[config.mk]
export PLATFORM = sky130hd
export DESIGN_NAME = timer16_waveform_modes
export DESIGN_NICKNAME = d
export VERILOG_FILES = /design/src/logic/compare_output_unit.v /design/src/logic/timer16_waveform_modes.v
export VERILOG_INCLUDE_DIRS = /design/src /design/src/logic
export SDC_FILE = /design/constraint.sdc
export NUM_CORES = 1
export LEC_CHECK = 0
export ABC_CLOCK_PERIOD_IN_PS = 2700
export BUFFER_PORTS_ARGS = -buffer_cell sky130_fd_sc_hd__buf_2
export CORE_MARGIN = 1
export CORE_UTILIZATION = 50
export CTS_CLUSTER_SIZE = 28
export DETAILED_ROUTE_END_ITERATION = 7
export PLACE_DENSITY = 0.79
export SYNTH_ARGS = -nofsm -noshare
export SYNTH_HDL_FRONTEND = slang
export SYNTH_HIERARCHICAL = 1
export SYNTH_SLANG_ARGS = --single-unit
[constraint.sdc]
create_clock -name clk_sys -period 2.7 [get_ports clk_sys]
set_input_delay 0.675 -clock clk_sys [delete_from_list [all_inputs] [get_ports clk_sys]]
set_output_delay 0.675 -clock clk_sys [all_outputs]
set_load 0.01 [all_outputs]
[src/logic/timer16_defs.vh]
`ifndef TIMER16_DEFS_VH
`define TIMER16_DEFS_VH
`define WS_NORMAL      4'h0
`define WS_CTC_CMPA    4'h4
`define WS_FPWM_8      4'h5
`define WS_FPWM_9      4'h6
`define WS_FPWM_10     4'h7
`define WS_CTC_CAPT    4'hc
`define WS_FPWM_CAPT   4'he
`define WS_FPWM_CMPA   4'hf
`define TOP_FIX_8      16'h00ff
`define TOP_FIX_9      16'h01ff
`define TOP_FIX_10     16'h03ff
`define CNT_MAX        16'hffff
`define CNT_BOTTOM     16'h0000
`define COA_NONE       2'h0
`define COA_TOGGLE     2'h1
`define COA_CLEAR      2'h2
`define COA_SET        2'h3
`define LATCH_RESET    1'b0
`define CMP_RESET      16'h0000
`endif

[src/logic/compare_output_unit.v]
`timescale 1ns/1ps
`include "timer16_defs.vh"
module compare_output_unit
(
    input  wire       clk_sys,               // System clock.
    input  wire       rst_b,                 // Asynchronous reset, active low.
    input  wire       clk_en,                // Clock enable.
    input  wire       timer_tick,            // Prescaled timer clock enable.
    input  wire       pwm_mode,              // Fast PWM mode active.
    input  wire       match,                 // Compare match this tick.
    input  wire       at_top,                // Counter clears on this tick (PWM).
    input  wire       force_strobe,          // Force compare strobe.
    input  wire [1:0] action,                // Compare output action.
    input  wire       port_value,            // Normal port output value.
    input  wire       output_pin_direction,  // Port direction bit.
    output reg        latch,                 // Compare output latch.
    output reg        pin_out,               // Pin output value.
    output reg        pin_oe                 // Pin output enable.
);
    reg next_latch;

    always @*
    begin
        next_latch = latch;
        if (!pwm_mode)
        begin
            if ((timer_tick && match) || force_strobe) // see RULE6
            begin
                case (action)                          // see RULE5
                    `COA_TOGGLE: next_latch = ~latch;
                    `COA_CLEAR:  next_latch = 1'b0;
                    `COA_SET:    next_latch = 1'b1;
                    default:     next_latch = latch;
                endcase
            end
        end
        else if (timer_tick)
        begin
            if (at_top)
            begin
                if (action == `COA_CLEAR)              // see RULE17
                    next_latch = 1'b1;
                else if (action == `COA_SET)           // see RULE24
                    next_latch = 1'b0;
            end
            else if (match)
            begin
                if (action == `COA_CLEAR)              // see RULE17
                    next_latch = 1'b0;
                else if (action == `COA_SET)
                    next_latch = 1'b1;
            end
        end
    end

    always @(posedge clk_sys or negedge rst_b)
    begin
        if (!rst_b)
        begin
            latch   <= `LATCH_RESET;                   // see RULE3
            pin_out <= 1'b0;
            pin_oe  <= 1'b0;
        end
        else if (clk_en)
        begin
            latch   <= next_latch;
            pin_out <= (action != `COA_NONE) ? next_latch : port_value; // see RULE1
            pin_oe  <= output_pin_direction;                            // see RULE2
        end
    end
endmodule // compare_output_unit

[src/logic/timer16_waveform_modes.v]
// How it works
// RULE1 - Nonzero output action makes the pin show the latch instead of port value.
// RULE2 - Pin direction always follows the port direction bit.
// RULE3 - Reset clears the compare output latch to zero.
// RULE4 - Output action never touches input capture.
// RULE5 - Action zero leaves the latch unchanged on a match.
// RULE6 - New action acts at next match; force strobe acts now in non-PWM.
// RULE7 - Only waveform select picks counting; action only picks output behaviour.
// RULE8 - Mode 0 counts up, wraps 0xFFFF to 0, accepts writes anytime.
// RULE9 - Normal mode sets overflow when counter becomes zero; hardware only sets.
// RULE10 - Clear-on-match clears at compare A (4) or capture register (12).
// RULE11 - Top is unbuffered; a top below count runs counter through wrap.
// RULE12 - Clear-on-match sets compare A or capture flag at top.
// RULE13 - Clear-on-match with action 1 toggles the latch on each match.
// RULE14 - Clear-on-match sets overflow when passing max to zero.
// RULE15 - Fast PWM counts zero to top; top fixed, capture, or compare A.
// RULE16 - Fixed tops 0xFF, 0x1FF, 0x3FF; clear on tick after equal top.
// RULE17 - Non-inverting clears on match, sets at bottom; inverting opposite.
// RULE18 - Software keeps variable top at least 3.
// RULE19 - Fast PWM sets overflow at top plus compare A or capture flag.
// RULE20 - Each unit flags when counter equals its compare value.
// RULE21 - Fixed top masks compare bits above resolution on write.
// RULE22 - Software keeps top at least every compare value.
// RULE23 - Fast PWM buffers compare A writes, loads them at top.
// RULE24 - Fast PWM action 2 non-inverted, 3 inverted.
// RULE25 - Counter, flags and compare logic advance only on timer ticks.
`timescale 1ns/1ps
`include "timer16_defs.vh"
module timer16_waveform_modes
#(
    parameter WIDTH = 16                         // Counter width.
)
(
    input  wire             clk_sys,             // System clock, 10 MHz.
    input  wire             rst_b,               // Asynchronous reset, active low.
    input  wire             clk_en,              // Freezes all state when low.
    input  wire             timer_tick,          // Prescaled timer clock enable.
    input  wire [3:0]       waveform_select,     // Counting mode.
    input  wire [1:0]       compare_a_output_action, // Unit A action.
    input  wire [1:0]       compare_b_output_action, // Unit B action.
    input  wire             counter_write,       // Software counter write strobe.
    input  wire [WIDTH-1:0] counter_write_data,  // Value written to counter.
    input  wire             compare_a_write,     // Compare A write strobe.
    input  wire             compare_b_write,     // Compare B write strobe.
    input  wire [WIDTH-1:0] compare_write_data,  // Value written to compare.
    input  wire [WIDTH-1:0] capture_register_value, // Capture register.
    input  wire             force_compare_a,     // Force strobe unit A.
    input  wire             force_compare_b,     // Force strobe unit B.
    input  wire             overflow_flag_clear, // Clear overflow flag.
    input  wire             compare_a_flag_clear, // Clear compare A flag.
    input  wire             compare_b_flag_clear, // Clear compare B flag.
    input  wire             capture_flag_clear,  // Clear capture flag.
    input  wire             port_a_value,        // Port value for pin A.
    input  wire             port_b_value,        // Port value for pin B.
    input  wire             dir_a_pin,           // Direction bit pin A, asynchronous.
    input  wire             dir_b_pin,           // Direction bit pin B, asynchronous.
    output reg  [WIDTH-1:0] counter_value,       // Counter.
    output reg  [WIDTH-1:0] compare_a_value,     // Active compare A.
    output reg  [WIDTH-1:0] compare_b_value,     // Active compare B.
    output reg              overflow_flag,       // Overflow flag.
    output reg              compare_a_flag,      // Compare A flag.
    output reg              compare_b_flag,      // Compare B flag.
    output reg              capture_flag,        // Capture top flag.
    output wire             compare_a_output_latch, // Latch A.
    output wire             compare_b_output_latch, // Latch B.
    output wire             pin_a_out,           // Pin A output value.
    output wire             pin_a_oe,            // Pin A output enable.
    output wire             pin_b_out,           // Pin B output value.
    output wire             pin_b_oe             // Pin B output enable.
);
    reg  [WIDTH-1:0] compare_a_buffer;
    reg              block_match;
    reg  [1:0]       dir_a_sync;
    reg  [1:0]       dir_b_sync;
    reg  [WIDTH-1:0] next_counter;
    wire             is_pwm;
    wire             is_ctc;
    wire             fixed_top;
    wire [WIDTH-1:0] top_value;
    wire [WIDTH-1:0] top_mask;
    wire             at_top;
    wire             match_a;
    wire             match_b;

    // Fixed-top modes define an active resolution mask.
    function [WIDTH-1:0] resolution_mask;
        input [3:0] ws;
        begin
            case (ws)
                `WS_FPWM_8:  resolution_mask = `TOP_FIX_8;
                `WS_FPWM_9:  resolution_mask = `TOP_FIX_9;
                `WS_FPWM_10: resolution_mask = `TOP_FIX_10;
                default:     resolution_mask = `CNT_MAX;
            endcase
        end
    endfunction

    assign is_pwm = (waveform_select == `WS_FPWM_8) || (waveform_select == `WS_FPWM_9) ||
                    (waveform_select == `WS_FPWM_10) || (waveform_select == `WS_FPWM_CAPT) ||
                    (waveform_select == `WS_FPWM_CMPA); // see RULE15
    assign is_ctc = (waveform_select == `WS_CTC_CMPA) || (waveform_select == `WS_CTC_CAPT);
    assign top_mask  = resolution_mask(waveform_select);
    assign fixed_top = (top_mask != `CNT_MAX);
    // Capture register and CLEAR_ON_MATCH_MODE compare A act unbuffered as top.
    assign top_value = ((waveform_select == `WS_CTC_CAPT) ||
                        (waveform_select == `WS_FPWM_CAPT)) ? capture_register_value : // see RULE11
                       fixed_top ? top_mask : compare_a_value;                         // see RULE16
    assign at_top  = (is_pwm || is_ctc) && (counter_value == top_value) && !block_match;
    assign match_a = (counter_value == compare_a_value) && !block_match; // see RULE20
    assign match_b = (counter_value == compare_b_value) && !block_match;

    // Counting depends only on waveform select; the actions never enter here.
    always @*
    begin
        next_counter = counter_value + 1'b1;                // see RULE7
        if (at_top)
            next_counter = `CNT_BOTTOM;                     // see RULE10
    end

    always @(posedge clk_sys or negedge rst_b)
    begin
        if (!rst_b)
        begin
            dir_a_sync <= 2'h0;
            dir_b_sync <= 2'h0;
        end
        else if (clk_en)
        begin
            dir_a_sync <= {dir_a_sync[0], dir_a_pin};
            dir_b_sync <= {dir_b_sync[0], dir_b_pin};
        end
    end

    always @(posedge clk_sys or negedge rst_b)
    begin
        if (!rst_b)
        begin
            counter_value    <= `CMP_RESET;
            compare_a_value  <= `CMP_RESET;
            compare_b_value  <= `CMP_RESET;
            compare_a_buffer <= `CMP_RESET;
            block_match      <= 1'b0;
            overflow_flag    <= 1'b0;
            compare_a_flag   <= 1'b0;
            compare_b_flag   <= 1'b0;
            capture_flag     <= 1'b0;
        end
        else if (clk_en)
        begin
            // A counter write blocks matches on the next timer tick.
            if (counter_write)
                block_match <= 1'b1;
            else if (timer_tick)
                block_match <= 1'b0;
            if (counter_write)
                counter_value <= counter_write_data;        // see RULE8
            else if (timer_tick)
                counter_value <= next_counter;              // see RULE25

            if (compare_a_write)
            begin
                compare_a_buffer <= compare_write_data & top_mask; // see RULE21
                if (!is_pwm)
                    compare_a_value <= compare_write_data & top_mask;
            end
            if (compare_b_write)
                compare_b_value <= compare_write_data & top_mask;
            if (is_pwm && timer_tick && at_top && !compare_a_write)
                compare_a_value <= compare_a_buffer;        // see RULE23

            // Set wins over clear for every flag; capture logic is untouched.
            if (timer_tick && ((is_pwm && at_top) ||
                (!is_pwm && (counter_value == `CNT_MAX))))  // see RULE9
                overflow_flag <= 1'b1;                      // see RULE14
            else if (overflow_flag_clear)
                overflow_flag <= 1'b0;
            if (timer_tick && (match_a || (at_top &&
                ((waveform_select == `WS_CTC_CMPA) || (waveform_select == `WS_FPWM_CMPA)))))
                compare_a_flag <= 1'b1;                     // see RULE12
            else if (compare_a_flag_clear)
                compare_a_flag <= 1'b0;
            if (timer_tick && match_b)
                compare_b_flag <= 1'b1;
            else if (compare_b_flag_clear)
                compare_b_flag <= 1'b0;
            if (timer_tick && at_top && ((waveform_select == `WS_CTC_CAPT) ||
                (waveform_select == `WS_FPWM_CAPT)))        // see RULE19
                capture_flag <= 1'b1;                       // see RULE4
            else if (capture_flag_clear)
                capture_flag <= 1'b0;
        end
    end

    // Unit A toggles on each match with action 1 in clear-on-match.
    compare_output_unit unit_a
    (
        .clk_sys              (clk_sys),
        .rst_b                (rst_b),
        .clk_en               (clk_en),
        .timer_tick           (timer_tick),
        .pwm_mode             (is_pwm),
        .match                (match_a),                    // see RULE13
        .at_top               (at_top),
        .force_strobe         (force_compare_a),
        .action               (compare_a_output_action),
        .port_value           (port_a_value),
        .output_pin_direction (dir_a_sync[1]),
        .latch                (compare_a_output_latch),
        .pin_out              (pin_a_out),
        .pin_oe               (pin_a_oe)
    );

    compare_output_unit unit_b
    (
        .clk_sys              (clk_sys),
        .rst_b                (rst_b),
        .clk_en               (clk_en),
        .timer_tick           (timer_tick),
        .pwm_mode             (is_pwm),
        .match                (match_b),
        .at_top               (at_top),
        .force_strobe         (force_compare_b),
        .action               (compare_b_output_action),
        .port_value           (port_b_value),
        .output_pin_direction (dir_b_sync[1]),
        .latch                (compare_b_output_latch),
        .pin_out              (pin_b_out),
        .pin_oe               (pin_b_oe)
    );
endmodule // timer16_waveform_modes

# Word-level counts from Yosys, hierarchy flattened
# Index checks and enable logic that the tools add are counted.
# W data, S select, Z words.
# word_totals
register_bits	79
inputBits	73
output_inout_bits	58
wordCells	128
# classes
add_sub_neg	1
n_eq_ne	19
mux	41
n_bitwise	3
reduce_logical	47
# op_table
operator	n
$mux W16	8
$eq A16 B16 Y1	3
$pmux W16 S3	1
$mux W1	30
$add A16 B1 Y16 const B	1
$and A16 B16 Y16	1
$eq A16 B16 Y1 const B	1
$eq A4 B3 Y1 const B	4
$logic_and A1 B1 Y1	16
$ne A16 B16 Y1 const B	1
$reduce_bool A2 Y1	8
$reduce_and A2 Y1	7
$eq A4 B4 Y1 const B	3
$logic_or A1 B1 Y1	12
$eq A2 B2 Y1 const B	4
$pmux W1 S3	2
$eq A2 B1 Y1 const B	2
$logic_not A1 Y1	3
$reduce_and A3 Y1	1
$ne A2 B1 Y1 const B	1
$not A1 Y1	2

# Depth between registers and ports, before layout
# depth
word_depth	13
depth_mapped	12
depth_no_buf	10

# Hierarchy
# The synthesis kept the hierarchy.
# by_module_without_submodules
module	n_inst	cells_each	area_per_inst_um2	seq_area_each_um2
timer16_waveform_modes	1	489	4514.3	1826.8
compare_output_unit	2	29	242.7	75.1

# Worst setup path before layout
# Ideal clock, no wire load.
# synth_path
path_type	input to register
from	in waveform_select[1]
to	reg unit_a.pin_out
setup_time_ns	0.082
t_arrival_ns	2.825
required_time_ns	2.618
setup_slack_ns	-0.207
cell_stages	11
n_path_buf	1
cell_sequence	clkbuf_1 nor2_2 a222oi_1 xor2_1 nand4_1 nor4_4 and2_1 nor4bb_1 a31oi_1 o211ai_1 a31oi_1
# synth_between
elab_chain_cells	12
word_cells_on_any_way	25
cone_classes	eq/ne: 9; mux: 7; reduce/logical: 9
# synth_rtl
item	line_no	text
from (decl)	timer16_waveform_modes.v:38	input wire [3:0] waveform_select,
$eq A4 B3 Y1	timer16_waveform_modes.v:89	case (ws)
$pmux W16 S3 / $logic_or A1 B1 Y1 (equally long branches)	timer16_waveform_modes.v:89, timer16_waveform_modes.v:98	
$ne A16 B16 Y1 (no line) / $logic_or A1 B1 Y1 (equally long branches)	n/a	
$mux W16 / $logic_or A1 B1 Y1 (equally long branches)	timer16_waveform_modes.v:107, timer16_waveform_modes.v:98	
$mux W16 / $logic_or A1 B1 Y1 (equally long branches)	timer16_waveform_modes.v:105, timer16_waveform_modes.v:98	
$eq A16 B16 Y1 / $logic_or A1 B1 Y1 (equally long branches)	timer16_waveform_modes.v:108	assign at_top = (is_pwm || is_ctc) && (counter_value == top_value) && !block_match;
$logic_and A1 B1 Y1 (*) (2 in a row)	timer16_waveform_modes.v:108	
net at_top	timer16_waveform_modes.v:81	wire at_top;
$mux W1 (*)	compare_output_unit.v:39	if (at_top)
$mux W1 (*)	compare_output_unit.v:37	else if (timer_tick)
$mux W1 (*)	compare_output_unit.v:25	if (!pwm_mode)
$mux W1 (*)	compare_output_unit.v:67	pin_out <= (action != `COA_NONE) ? next_latch : port_value;
to (signal assigned)	compare_output_unit.v:67	
to (decl)	compare_output_unit.v:17	output reg pin_out,
# Mark *: on every way through the listed nets, which the timed path passes. The rest lies on a longest branch.
# A chain may end at the register's enable or synchronous reset.

# Worst setup path after layout
# layout_path
from	in waveform_select[1]
to	reg compare_a_value[5]
# layout_between
elab_chain_cells	12
word_cells_on_any_way	28
cone_classes	eq/ne: 10; mux: 4; reduce/logical: 14
# layout_rtl
item	line_no	text
$eq A4 B3 Y1	timer16_waveform_modes.v:89	
$pmux W16 S3 / $logic_or A1 B1 Y1 (equally long branches)	timer16_waveform_modes.v:89, timer16_waveform_modes.v:98	
$ne A16 B16 Y1 (no line) / $logic_or A1 B1 Y1 (equally long branches)	n/a	
$mux W16 / $logic_or A1 B1 Y1 (equally long branches)	timer16_waveform_modes.v:107, timer16_waveform_modes.v:98	
$mux W16 / $logic_or A1 B1 Y1 (equally long branches)	timer16_waveform_modes.v:105, timer16_waveform_modes.v:98	
$eq A16 B16 Y1 / $logic_or A1 B1 Y1 (equally long branches)	timer16_waveform_modes.v:108	
$logic_and A1 B1 Y1 (2 in a row)	timer16_waveform_modes.v:108	
$logic_and A1 B1 Y1 (2 in a row)	timer16_waveform_modes.v:168	if (is_pwm && timer_tick && at_top && !compare_a_write)
$ne A2 B1 Y1 (no line) / $reduce_bool A2 Y1 (equally long branches)	n/a	
$reduce_and A3 Y1 (no line)	n/a	
to (signal assigned)	timer16_waveform_modes.v:139	compare_a_value <= `CMP_RESET;
to (signal assigned)	timer16_waveform_modes.v:164	compare_a_value <= compare_write_data & top_mask;
to (signal assigned)	timer16_waveform_modes.v:169	compare_a_value <= compare_a_buffer;
to (decl)	timer16_waveform_modes.v:58	output reg [WIDTH-1:0] compare_a_value,
# Parallel ways exist; a longest one is shown, timed or not.

==> impl_metrics.json <==
{
  "outcome": "complete, but fails checks",
  "violations": "DRC, setup timing",
  "die-area_um2": 10400,
  "instances_no_fill": 840,
  "arrival_ns": 2.99,
  "dr_total_vias": 4924,
  "first_pass_iters": 8,
  "async_reset_ff_share_pct": 100.0,
  "yosysMostFrequentCell": "dfrtp_1",
  "finalCritPeriodShare_pct": 101.3,
  "routed_wl_mm": 15.57,
  "period_minus_slack_ns": 2.735,
  "clkLatencyLatePin_ns": 0.37,
  "rsz0062_at_grt": "true",
  "clock_path_buffers": 2,
  "antenna_cells": 0,
  "fmax_mhz": 365.6,
  "critPathKind": "in2reg",
  "path_cells": "buf_12 > or4_4 > o211ai_1 > xor2_1 > nand3b_1 > nor4_4 > buf_4 > nand4_4 > buf_8 > o32a_1 > o21a_1",
  "dp_cells": 811,
  "setup_viol": 12,
  "dpl_cell_area_um2": 5988,
  "finalClockSkew_ns": 0.01071,
  "drv_cap": 0,
  "power-per-cell-area_nw_per_um2": 574.5,
  "power_mw": 3.718,
  "area_growth_pct": 29.45,
  "max-slew-margin-rel_pct": 59.13,
  "final_antenna_net_count": 0,
  "peakVddDrop_v": 0.0004366,
  "gp_congestion": 0.8968,
  "drive_above_1_share_pct": 35.93,
  "power_leakage_nw": 2.975,
  "critPathTopFamily": "simple AND/OR/NAND/NOR gates",
  "yosysSeqAreaShare_pct": 39.54,
  "synth_edf_count": 0,
  "netlist_top_cells_area": "dfrtp_1 40%, xor2_1 6.8%, nand2_1 5.6%",
  "hold_buffers": 0,
  "fin_ws_ns": -0.03519,
  "start_util_pct": 51.39,
  "worstPathRequired_ns": 2.96,
  "synth_cell_types": 64,
  "wl_per_cell_um": 18.53,
  "worstSetupStartpointType": "input port",
  "postLayoutCellArea_um2": 6472,
  "synth_commonest_cells": "79 x dfrtp_1, 74 x nand2_1, 39 x xor2_1",
  "reg2reg_slack_ns": 0.05,
  "grt_max_degree": 48,
  "slew_violations": 0,
  "max_stage_delay_ns": 0.51,
  "coreArea_um2": 9729,
  "grt_usage_pct": 29.93,
  "ys.flop_type": "dfrtp_1",
  "die_y_um": 102.0,
  "cts-buffers-inserted": 9,
  "syn_avg_cell_area_um2": 9.140,
  "drt-vias-per-instance": 5.862,
  "grt_pass1_wl_mm": 23.54,
  "num_rows": 36,
  "post-route-drc-count": 10,
  "port_buffers": 130,
  "slowest_stage": "or4_4",
  "synth_top_area_cell": "dfrtp_1",
  "worstHoldPathType": "in2async",
  "cp.buffers_inverters": 3,
  "antenna_found_initial": 0,
  "die_w_um": 102.0,
  "synth_fp_nets": 621,
  "cts_tree": "done",
  "h-tree-depth": 3,
  "fin_nets": 776,
  "synth_area_um2": 5000,
  "grt_overflow": 0,
  "hold_viol_final": 0,
  "worstMarginPinSlew_ns": 0.6089,
  "synth_seq_cells": 79,
  "hpwlAfterDp_mm": 11.50,
  "ios": 131,
  "crit_path_max_fanout": 7,
  "drt_iter0_drc": 377,
  "grt_pass1_vias": 4673,
  "path_clk_slew_ns": 0.10,
  "cts_root_buffer": "clkbuf_8",
  "ys_warn_count": 6,
  "netlist_instances": 547,
  "post-route-util_pct": 66.53,
  "synth_top_area_share_pct": 39.54,
  "numClockSinks": 79,
  "end_kind": "flip-flop",
  "whs_ns": 0.2485
}
## area by class of cell
type / instances / area [um^2]
Inverter: 13 / 48.80
Timing Repair Buffer: 182 / 1171
Sequential cell: 79 / 1977
Fill cell: 807 / 3257
Multi-Input combinational cell: 417 / 2907
Clock buffer: 9 / 123.9
Clock inverter: 7 / 78.83
Tap cell: 133 / 166.4
## cell families (layout without fill, tap and decap cells)
logic type / Yosys count / count (layout) / share of synthesized area (%)
muxes: 24 / 24 / 5.405
DFF: 79 / 79 / 39.54
and+or+nand+nor: 207 / 207 / 22.10
xor gates and xnor gates: 43 / 43 / 7.533
AOI/OAI and AO/OA: 140 / 142 / 20.45
adders and majority gates: 1 / 1 / 0.2502
buffers and inverters: 53 / 211 / 4.730
## flip-flops by register name (all words and copies together) (netlist names), 2 cells and up
signal and cells:
dir_b_sync 2, dir_a_sync 2, compare_a_buffer 16, counter_value 16
compare_a_value 16, compare_b_value 16
## power by group
group          total (mW)  internal (mW)  leakage [nW]  switching [mW]
registers            1.60           1.35         0.952           0.243
clock network       0.942          0.439        0.0982           0.503
logic                1.18          0.565          1.92           0.615
## routing by layer
| metal | up-vias | GRT usage (%) | share of wire [%] |
|---|---|---|---|
| li1 | 2316 | - | - |
| met2 | 197 | 50.54 | 49 |
| met4 | 0 | 9.890 | 2.1 |
| met5 | - | 0 | 0 |
| met1 | 2382 | 39.34 | 43 |
| met3 | 29 | 4.651 | 6.0 |
## worst paths after layout
path	startpoint	endpoint	depth (start not counted)
max	waveform_select[1]	compare_a_value[5]	11
min	rst_b	counter_value[12]	1
max reg2reg	compare_a_value[5]	compare_a_value[5]	10
min reg2reg	compare_a_buffer[13]	compare_a_buffer[13]	2
max in group asynchronous	rst_b	compare_a_value[1]	2
min in group clk_sys	compare_a_buffer[13]	compare_a_buffer[13]	2
## cells in the final DEF, fill, tap and decap left out, types with 3 or more instances in the layout
master / instances
o32a_1: 8
nand2_1: 72
o21a_1: 11
a21oi_1: 5
nor2b_1: 13
nand3b_1: 9
or3_1: 6
xnor2_1: 3
o21ai_1: 17
a21oi_2: 5
o21ai_0: 26
xor2_1: 39
dfrtp_1: 79
nor3_1: 16
buf_6: 8
o21bai_1: 4
a22oi_1: 16
nor4_1: 8
inv_1: 13
nor2_1: 19
and3_1: 13
buf_2: 125
buf_4: 42
nand3_1: 11
and2_1: 5
or2_2: 4
mux2_2: 24
buf_12: 5
o221a_1: 8
clkbuf_8: 9
a31oi_1: 5
o211ai_1: 10
nand4_1: 7
a222oi_1: 9
nand2b_1: 5
## metrics by stage
stage / setup WS [ns] / TNS [ns]
floorplan: -0.05918 / -0.4712
global placement: -0.3835 / -10.27
detailed placement: -0.4967 / -12.43
CTS: -0.02464 / -0.04424
global route: -0.1297 / -1.703
finish: -0.03519 / -0.1961
## timing repair
item,4_1_cts,5_1_grt
gates cloned,1,2
resized for setup,14,27
endpoints found under the setup margin,17,26
setup buffers,7,3
hold endpoints to repair,0,0
pin swaps,11,20
Note: power is estimated with default switching activity, not from simulation.
